===== src/common/lpm_consts.svh =====
// Offsets, field positions, reset values and timing counts for lpm block
`ifndef LPM_CONSTS_SVH
`define LPM_CONSTS_SVH
`define LPM_OFF_PWRCTL     12'h000
`define LPM_OFF_STATUS     12'h004
`define LPM_OFF_PORTS      12'h008
`define LPM_OFF_CTRL       12'h00C
`define LPM_BIT_IDLE       0
`define LPM_BIT_PDOWN      1
`define LPM_BIT_GF0        2
`define LPM_BIT_GF1        3
`define LPM_BIT_WLE        4
`define LPM_BIT_SMOD       7
`define LPM_PWRCTL_RST     8'h00
`define LPM_PWRCTL_WMASK   8'h9F
`define LPM_PORT_RST       8'hFF
`define LPM_OSC_SETTLE_MS  10
`define LPM_CLK_HZ         50000000
`endif


===== src/common/lpm_pkg.sv =====
// Types shared by the low power mode control block
package lpm_pkg;
	typedef enum logic [2:0]
	{
		LPM_RUN   = 3'b001,
		LPM_IDLE  = 3'b010,
		LPM_PDOWN = 3'b100
	} lpm_mode_t;
endpackage : lpm_pkg


===== src/common/lpm_mode_if.sv =====
// Mode state signals between the control core and pin mux
`timescale 1ns/1ns
interface lpm_mode_if;
	logic idle;
	logic pdown;
	modport ctrl
	(
		output idle,
		output pdown
	);
	modport pins
	(
		input idle,
		input pdown
	);
endinterface : lpm_mode_if


===== src/verilog/lpm_pin_mux.sv =====
// Pin state selection during idle and power-down
`timescale 1ns/1ns
module lpm_pin_mux
(
	lpm_mode_if.pins       mode,
	input  wire logic       ext_mem,
	input  wire logic [7:0] addr_hi,
	input  wire logic [7:0] port_hi_reg,
	input  wire logic       ale_run,
	input  wire logic       program_store_strobe_n_n_run,
	input  wire logic       pwm_a_run,
	input  wire logic       pwm_b_run,
	input  wire logic [7:0] ad_out_run,
	input  wire logic       ad_oe_run,
	output logic      [7:0] hi_out,
	output logic            ale,
	output logic            program_store_strobe_n_n,
	output logic            pwm_a,
	output logic            pwm_b,
	output logic      [7:0] ad_out,
	output logic            ad_oe
);
	wire lowp = mode.idle | mode.pdown;
	wire hi_addr_sel = ext_mem & ~mode.pdown;
	assign hi_out = hi_addr_sel ? addr_hi : port_hi_reg;
	assign ale    = mode.idle ? 1'b1 : (mode.pdown ? 1'b0 : ale_run);
	assign program_store_strobe_n_n = mode.idle ? 1'b1 : (mode.pdown ? 1'b0 : program_store_strobe_n_n_run);
	assign pwm_a  = lowp ? 1'b1 : pwm_a_run;
	assign pwm_b  = lowp ? 1'b1 : pwm_b_run;
	// Low port floats only when fetching externally
	assign ad_oe  = (lowp & ext_mem) ? 1'b0 : ad_oe_run;
	assign ad_out = ad_out_run;
endmodule : lpm_pin_mux


===== src/verilog/lpm_ctrl.sv =====
// Low power mode control: power control register, mode FSM, APB slave
// Operation
// - Idle halts CPU, stops and clears capture timer, other state kept.
// - Idle resets both pulse outputs and drives them high.
// - Idle abandons any running analog conversion.
// - Idle keeps timers 0/1, watchdog, serial ports, interrupts running.
// - Power-down request bit sets only while watchdog enable input high.
// - Instruction setting power-down is the last one executed.
// - Power-down stops oscillator, keeps RAM and register contents.
// - In power-down, port pins output their port register values.
// - Only hardware reset ends power-down; interrupts do not.
// - Reset ending power-down restores registers, leaves RAM unchanged.
// - External fetch power-down: high port shows port register data.
// - Port latch one drives pin high during power-down.
// - Power control register written only as a whole byte.
// - Strobes held 1 in idle, 0 in power-down.
// - External memory: low port floats; high port address in idle.
// - Setting sleep request bit 0 enters idle.
//
// The APB interface to the registers and the placing of the registers were left to the implementer.
`timescale 1ns/1ns
`include "lpm_consts.svh"
module lpm_ctrl
(
	input  wire logic        REF_CLK,
	input  wire logic        SYS_RST,
	input  wire logic        PSEL,
	input  wire logic        PENABLE,
	input  wire logic        PWRITE,
	input  wire logic [11:0] PADDR,
	input  wire logic [31:0] PWDATA,
	input  wire logic [3:0]  PSTRB,
	output logic             PREADY,
	output logic      [31:0] PRDATA,
	output logic             PSLVERR,
	input  wire logic        WDOG_EN,
	input  wire logic        IRQ_PEND,
	input  wire logic        EXT_MEM,
	input  wire logic [7:0]  ADDR_HI,
	input  wire logic        ALE_RUN,
	input  wire logic        PROGRAM_STORE_STROBE_N_N_RUN,
	input  wire logic        PWM_A_RUN,
	input  wire logic        PWM_B_RUN,
	input  wire logic [7:0]  AD_OUT_RUN,
	input  wire logic        AD_OE_RUN,
	input  wire logic        ADC_BUSY,
	output logic             CPU_HALT,
	output logic             CAPT_TIMER_RST,
	output logic             ADC_ABORT,
	output logic             KEEP_ALIVE_EN,
	output logic             OSC_STOP,
	output logic             PERIPH_RST,
	output logic      [7:0]  HI_PORT_OUT,
	output logic      [7:0]  HI_PORT_OE,
	output logic      [7:0]  AD_OUT,
	output logic      [7:0]  AD_OE,
	output logic             ALE,
	output logic             PROGRAM_STORE_STROBE_N,
	output logic             PULSE_OUT_A,
	output logic             PULSE_OUT_B,
	output logic             SMOD_OUT,
	output logic             WLE_OUT
);
	lpm_pkg::lpm_mode_t state_r;
	lpm_pkg::lpm_mode_t state_nxt;
	logic [7:0] pwrctl_r;
	logic [7:0] pwrctl_nxt;
	logic [7:0] port_hi_r;
	logic       adc_busy_r;
	logic       abort_r;
	lpm_mode_if mode_if ();

	function automatic logic [7:0] lane0(input logic [31:0] d);
		lane0 = d[7:0];
	endfunction : lane0

	wire acc       = PSEL & PENABLE;
	wire wr        = acc & PWRITE & PSTRB[0];
	wire sel_pwr   = PADDR == `LPM_OFF_PWRCTL;
	wire sel_stat  = PADDR == `LPM_OFF_STATUS;
	wire sel_port  = PADDR == `LPM_OFF_PORTS;
	wire sel_ctrl  = PADDR == `LPM_OFF_CTRL;
	wire mapped    = sel_pwr | sel_stat | sel_port | sel_ctrl;
	wire wr_pwr    = wr & sel_pwr;
	wire wr_port   = wr & sel_port;
	wire [7:0] wb  = lane0(PWDATA);
	// Whole byte only; no per-bit access path exists
	wire [7:0] wmask = `LPM_PWRCTL_WMASK;
	// Power-down bit refused when watchdog enable is low
	wire pd_ok     = wb[`LPM_BIT_PDOWN] & WDOG_EN;
	wire idl_req   = wr_pwr & wb[`LPM_BIT_IDLE];
	wire pd_req    = wr_pwr & pd_ok;
	wire in_idle   = state_r == lpm_pkg::LPM_IDLE;
	wire in_pdown  = state_r == lpm_pkg::LPM_PDOWN;
	wire idle_exit = in_idle & IRQ_PEND;

	always_comb
	begin
		state_nxt = state_r;
		unique case (state_r)
			lpm_pkg::LPM_RUN:
			begin
				if (pd_req)
					state_nxt = lpm_pkg::LPM_PDOWN;
				else if (idl_req)
					state_nxt = lpm_pkg::LPM_IDLE;
			end
			lpm_pkg::LPM_IDLE:
			begin
				if (idle_exit)
					state_nxt = lpm_pkg::LPM_RUN;
			end
			lpm_pkg::LPM_PDOWN:
			begin
				// Nothing but SYS_RST leaves this state
				state_nxt = lpm_pkg::LPM_PDOWN;
			end
			default:
				state_nxt = lpm_pkg::LPM_RUN;
		endcase
	end

	always_comb
	begin
		pwrctl_nxt = pwrctl_r;
		if (wr_pwr & ~in_pdown)
		begin
			pwrctl_nxt = wb & wmask;
			pwrctl_nxt[`LPM_BIT_PDOWN] = pd_ok;
		end
		if (idle_exit)
			pwrctl_nxt[`LPM_BIT_IDLE] = 1'b0;
	end

	always_ff @(posedge REF_CLK)
	begin
		if (SYS_RST)
		begin
			state_r    <= lpm_pkg::LPM_RUN;
			pwrctl_r   <= `LPM_PWRCTL_RST;
			port_hi_r  <= `LPM_PORT_RST;
			adc_busy_r <= 1'b0;
			abort_r    <= 1'b0;
		end
		else
		begin
			state_r    <= state_nxt;
			pwrctl_r   <= pwrctl_nxt;
			if (wr_port & ~in_pdown)
				port_hi_r <= wb;
			adc_busy_r <= ADC_BUSY;
			// One pulse when idle begins over a running conversion
			abort_r    <= idl_req & ~pd_req & ADC_BUSY & ~in_idle;
		end
	end

	assign mode_if.idle  = in_idle;
	assign mode_if.pdown = in_pdown;

	lpm_pin_mux u_pins
	(
		.mode        (mode_if),
		.ext_mem     (EXT_MEM),
		.addr_hi     (ADDR_HI),
		.port_hi_reg (port_hi_r),
		.ale_run     (ALE_RUN),
		.program_store_strobe_n_n_run  (PROGRAM_STORE_STROBE_N_N_RUN),
		.pwm_a_run   (PWM_A_RUN),
		.pwm_b_run   (PWM_B_RUN),
		.ad_out_run  (AD_OUT_RUN),
		.ad_oe_run   (AD_OE_RUN),
		.hi_out      (HI_PORT_OUT),
		.ale         (ALE),
		.program_store_strobe_n_n      (PROGRAM_STORE_STROBE_N),
		.pwm_a       (PULSE_OUT_A),
		.pwm_b       (PULSE_OUT_B),
		.ad_out      (AD_OUT),
		.ad_oe       (AD_OE[0])
	);
	assign AD_OE[7:1] = {7{AD_OE[0]}};

	// High port is always driven; a one is a strong high in power-down
	assign HI_PORT_OE = 8'hFF;

	// Halt takes effect in the same cycle as the write, so no later
	// instruction completes before the low power state holds
	assign CPU_HALT       = in_idle | in_pdown | idl_req | pd_req;
	assign CAPT_TIMER_RST = in_idle;
	assign PERIPH_RST     = in_idle;
	assign ADC_ABORT      = abort_r | (in_idle & adc_busy_r);
	assign KEEP_ALIVE_EN  = ~in_pdown;
	// Stopping the oscillator freezes all state, RAM included
	assign OSC_STOP       = in_pdown;
	assign SMOD_OUT       = pwrctl_r[`LPM_BIT_SMOD];
	assign WLE_OUT        = pwrctl_r[`LPM_BIT_WLE];

	wire [31:0] status_w = {29'h0000000, ADC_BUSY, in_pdown, in_idle};
	wire [31:0] rd_mux =
		sel_pwr  ? {24'h000000, pwrctl_r} :
		sel_stat ? status_w :
		sel_port ? {24'h000000, port_hi_r} :
		sel_ctrl ? {31'h00000000, WDOG_EN} : 32'h00000000;

	assign PREADY  = 1'b1;
	assign PSLVERR = acc & ~mapped;
	assign PRDATA  = rd_mux;
endmodule : lpm_ctrl


===== config.mk =====
export PLATFORM = sky130hd
export DESIGN_NAME = lpm_ctrl
export DESIGN_NICKNAME = d
export VERILOG_FILES = /design/src/common/lpm_pkg.sv /design/src/common/lpm_mode_if.sv /design/src/verilog/lpm_pin_mux.sv /design/src/verilog/lpm_ctrl.sv
export VERILOG_INCLUDE_DIRS = /design/src /design/src/common
export SDC_FILE = /design/constraint.sdc
export NUM_CORES = 1
export LEC_CHECK = 0
export ABC_AREA = 1
export BUFFER_PORTS_ARGS = -buffer_cell sky130_fd_sc_hd__clkbuf_2
export CORE_ASPECT_RATIO = 1.2
export CORE_MARGIN = 2
export CORE_UTILIZATION = 36
export DETAILED_ROUTE_END_ITERATION = 8
export PLACE_DENSITY = 0.87
export SLEW_MARGIN = 20
export SYNTH_ARGS = -nofsm -noshare
export SYNTH_HDL_FRONTEND = slang
export SYNTH_SLANG_ARGS = --single-unit

===== constraint.sdc =====
create_clock -name REF_CLK -period 2 [get_ports REF_CLK]
set_input_delay 0.2 -clock REF_CLK [delete_from_list [all_inputs] [get_ports REF_CLK]]
set_output_delay 0.2 -clock REF_CLK [all_outputs]
set_load 0.005 [all_outputs]

==> results <==
- The flow ran to the end, and the final reports show no timing, DRC or antenna violations.
- For this run the aggregate overflow at the end of global routing stands at 0.
- The internal power is a little under 0.0006 W.
- The post-synthesis average cell area is 6.87 sq um.
- The die covers slightly below 5000 sq um.
- The clock network accounts for 32.8% of the total power.
- Before CTS, the worst setup slack after placement is approximately 0.38 ns.
- Global routing consumed, over all layers together, 15.7% of the routing resources.
- The number of H-tree branching levels is 1.
- After synthesis, the cell types taking the most area are sky130_fd_sc_hd__buf_4 (24%), sky130_fd_sc_hd__dfxtp_1 (24%), sky130_fd_sc_hd__nand2_1 (10%), sky130_fd_sc_hd__nand4_1 (5.2%), sky130_fd_sc_hd__mux2_2 (5.0%).
- The wire length of the first global-routing pass is around 6200 um.
- The initial antenna violation count is 0.
- Of the cells placed in the final design, the portion with a size suffix greater than 1 is about 36%.
- The worst hold path passes through 2 cells.
- Detailed placement finished with a half-perimeter wire length of between 3000 and 4000 um.
- The worst hold path belongs to the class primary input to flop.
- The cell taking the most area after synthesis is sky130_fd_sc_hd__buf_4.
- The largest net degree at the start of global routing is 18.
- The destination of the worst register-to-register timing path is pwrctl_r[2].
- The end of the worst hold path is pwrctl_r[1].
- Setup repair after global routing left no endpoint under its margin.
- Data on the critical path is required at its endpoint by approximately 1.8 ns.
- The number of vias in the routed layout is roughly 1600.
- The power per cell area is roughly 440 nW/um^2.
- The worst ir drop on vdd is roughly 0.38 mV.
- The final critical-path setup slack is roughly 0.24 ns.
- The boundary pin count is approximately 160.
- The hold path startpoint is SYS_RST.
- The total core area is 4230 sq um.
- The number of post-CTS setup repair buffers is 0.
- The initial detailed-routing violation count is 74.
- The number of antenna repair diodes is 0.
- The worst register-to-register path has a setup slack of around 0.5 ns.
- For the final database, setup skew stands at approximately 0.0042 ns.
- The sum of internal, switching and leakage power is roughly 0.0008 W.
- The area of the mapped netlist is approximately 1600 sq um.
- The number of CTS-inserted buffers is 3.
- The startpoint identified for the worst register-to-register timing path is state_r[1].
- The longest clock path from root to sink contains 2 buffers.
- Clock-pin slew was measured on the worst setup and hold paths at around 0.070 ns.
- The switching part of the total is a little over a quarter.
- The commonest non-fill, non-tap cell in the layout is sky130_fd_sc_hd__clkbuf_2.
- The final cell utilization of the core is between 40 and 50%.
- The aggregate negative setup slack is 0 ns.
- The routed via count divided by cell count is around 4.7.
- The worst setup path is captured at an output pin.
- At the later pin of the worst-skew pair, clock insertion delay measures around 0.25 ns.
- The quantity of I/O buffers inserted on ports is approximately 80.
- The count of standard-cell rows is 26.
- The combinational cell fraction of total power is about a fifth.
- The number of nets at the end of the flow is 371.
- The clock net in this run drives a total of 19 sinks.
- The count of nets left with antenna violations once routing finished came out at 0.
- The worst setup path is launched from a flop.
- Routability-driven placement finished with a final weighted congestion of 0.843.
- The number of gates given a new drive strength after cts is 0.
- The clock period could shrink to between 1.5 and 2 ns.
- Setup violations remaining at the end of the flow were counted as 0.
- The height of the chip is between 70 and 80 um.
- The maximum fanout count along the critical path is 9.
- The synthesized design contains 19 register bits.
- For this run, design rule violations remaining after detail routing come to 0.
- The final-layout worst hold slack is 0.175 ns.
- The clock tree from TritonCTS is built.
- The number of pins with negative max-slew slack in the final report is 0.
- The starting density of the core is 37.2%.
- In this run the biggest area consumer among cell types represents 24.3% of the synthesized area.
- The layout overhead on the synthesized area is 15.9%.
- The final cycle utilization of the critical path is 88.0%.
- The detail-routed net length per standard cell is 11.0 um.
- Per report_power, the sequential group accounts for 47.7% of the total.
- The data arrival time at the worst-slack endpoint is between 1.5 and 2 ns.
- The leakage power total is about 1.1 nW.
- Summed over all nets, the switching power comes to 0.000214 W.
- The floorplan step set the die width to about 64 um.
- The cell sitting at the root of the clock tree is a sky130_fd_sc_hd__clkbuf_8.
- The path type of the worst setup path is flop to output pin.
- The instance count of the mapped netlist is around 230.
- The Yosys step of the flow raised 0 warnings.
- Max-cap violations in this run came to 0.
- In the layout the commonest cells are sky130_fd_sc_hd__clkbuf_2 (79), sky130_fd_sc_hd__nand2_1 (42), sky130_fd_sc_hd__conb_1 (33).
- The first detailed-routing pass took 4 iterations.
- The fmax is ~570 MHz.
- After detailed routing, the total wire length is 3820 um.
- Summing the sequential cell areas from Yosys gives between 20% and 30% of the chip area.
- The via count of the first global-routing pass came to between 1000 and 1500.
- The netlist uses 29 different library cells.
- After clock tree synthesis, the flow added hold-fix buffers numbering 0.
- The number of cell instances on the worst register-to-register path is 8.
- The number of hold violations in the final report is 0.
-- worst max path at each step --
stage | from | to | slack, ns
2_1_floorplan | state_r[1] | AD_OE[0] | 0.36
3_3_place_gp | PADDR[0] | PRDATA[2] | 0.39
3_5_place_dp | PADDR[0] | PRDATA[2] | 0.38
4_1_cts | state_r[0] | HI_PORT_OUT[7] | 0.23
5_1_grt | state_r[0] | AD_OE[0] | 0.14
6_report | state_r[1] | HI_PORT_OUT[7] | 0.24
-- through the flow --
step	cells	area (sq um)
after floorplan	260	1690
after global placement	344	1780
after detailed placement	344	1780
after CTS	348	1820
after global routing	348	1820
final	348	1820
-- layer usage --
| metal | global-route usage (%) | wire [um] |
|---|---|---|
| met5 | 0 | 0 |
| met4 | 4.89 | 54 |
| met3 | 4.43 | 427 |
| met2 | 26.9 | 1880 |
| met1 | 18.8 | 1460 |
-- cell type report --
| cell class | count | area [sq um] |
|---|---|---|
| clock buffer | 3 | 41.3 |
| fill | 459 | 2400 |
| tap | 56 | 70.1 |
| timing repair buffer | 83 | 425 |
| inverter | 21 | 78.8 |
| sequential | 19 | 380 |
| clock inverter | 1 | 5.00 |
| multi-input combinational | 165 | 823 |
-- worst max-delay path, cell delays in order (launching register included) --
cell and delay [ns]:
sky130_fd_sc_hd__dfxtp_1 0.32, sky130_fd_sc_hd__nor2_1 0.08, sky130_fd_sc_hd__nand2_1 0.07, sky130_fd_sc_hd__nand2_1 0.32, sky130_fd_sc_hd__mux2_2 0.40, sky130_fd_sc_hd__clkbuf_2 0.11
-- Yosys cell counts --
cell / number
sky130_fd_sc_hd__a21boi_0: 1
sky130_fd_sc_hd__a21o_1: 1
sky130_fd_sc_hd__a21oi_1: 8
sky130_fd_sc_hd__a31oi_1: 2
sky130_fd_sc_hd__and3b_1: 1
sky130_fd_sc_hd__buf_2: 2
sky130_fd_sc_hd__buf_4: 51
sky130_fd_sc_hd__buf_6: 1
sky130_fd_sc_hd__clkbuf_1: 1
sky130_fd_sc_hd__conb_1: 2
sky130_fd_sc_hd__dfxtp_1: 19
sky130_fd_sc_hd__inv_1: 19
sky130_fd_sc_hd__inv_2: 2
sky130_fd_sc_hd__mux2_2: 7
sky130_fd_sc_hd__nand2_1: 42
sky130_fd_sc_hd__nand3_1: 14
sky130_fd_sc_hd__nand3_2: 1
sky130_fd_sc_hd__nand4_1: 13
sky130_fd_sc_hd__nand4_2: 1
sky130_fd_sc_hd__nor2_1: 18
sky130_fd_sc_hd__nor2_2: 1
sky130_fd_sc_hd__nor2_4: 2
sky130_fd_sc_hd__nor3_1: 4
sky130_fd_sc_hd__nor3_2: 1
sky130_fd_sc_hd__o211ai_1: 1
sky130_fd_sc_hd__o21a_1: 1
sky130_fd_sc_hd__o21ai_0: 8
sky130_fd_sc_hd__o22ai_1: 3
sky130_fd_sc_hd__or2_2: 2
-- power by group through the flow --
| stage | Sequential, W | Combinational, W | Clock, W |
|---|---|---|---|
| floorplan | 0.000392 | 0.000148 | 0 |
| CTS | 0.000384 | 0.000156 | 0.000268 |
| finish | 0.000384 | 0.000157 | 0.000264 |
| detailed placement | 0.000393 | 0.000156 | 0 |
| global placement | 0.000392 | 0.000151 | 0 |
| global route | 0.000384 | 0.000177 | 0.000285 |
-- kinds of logic after synthesis --
family	after synthesis	synth area share, %
DFF	19	24.2
buffers and inverters	76	30.9
AOI/OAI and AO/OA	25	8.98
and+or+nand+nor	100	30.4
muxes	7	5.01
other	2	0.477
-- state kept, by name (all words and copies together) (netlist names) --
register    flops
port_hi_r       8
adc_busy_r      1
pwrctl_r        6
abort_r         1
state_r         3
Power figures use the tool's default switching activity.
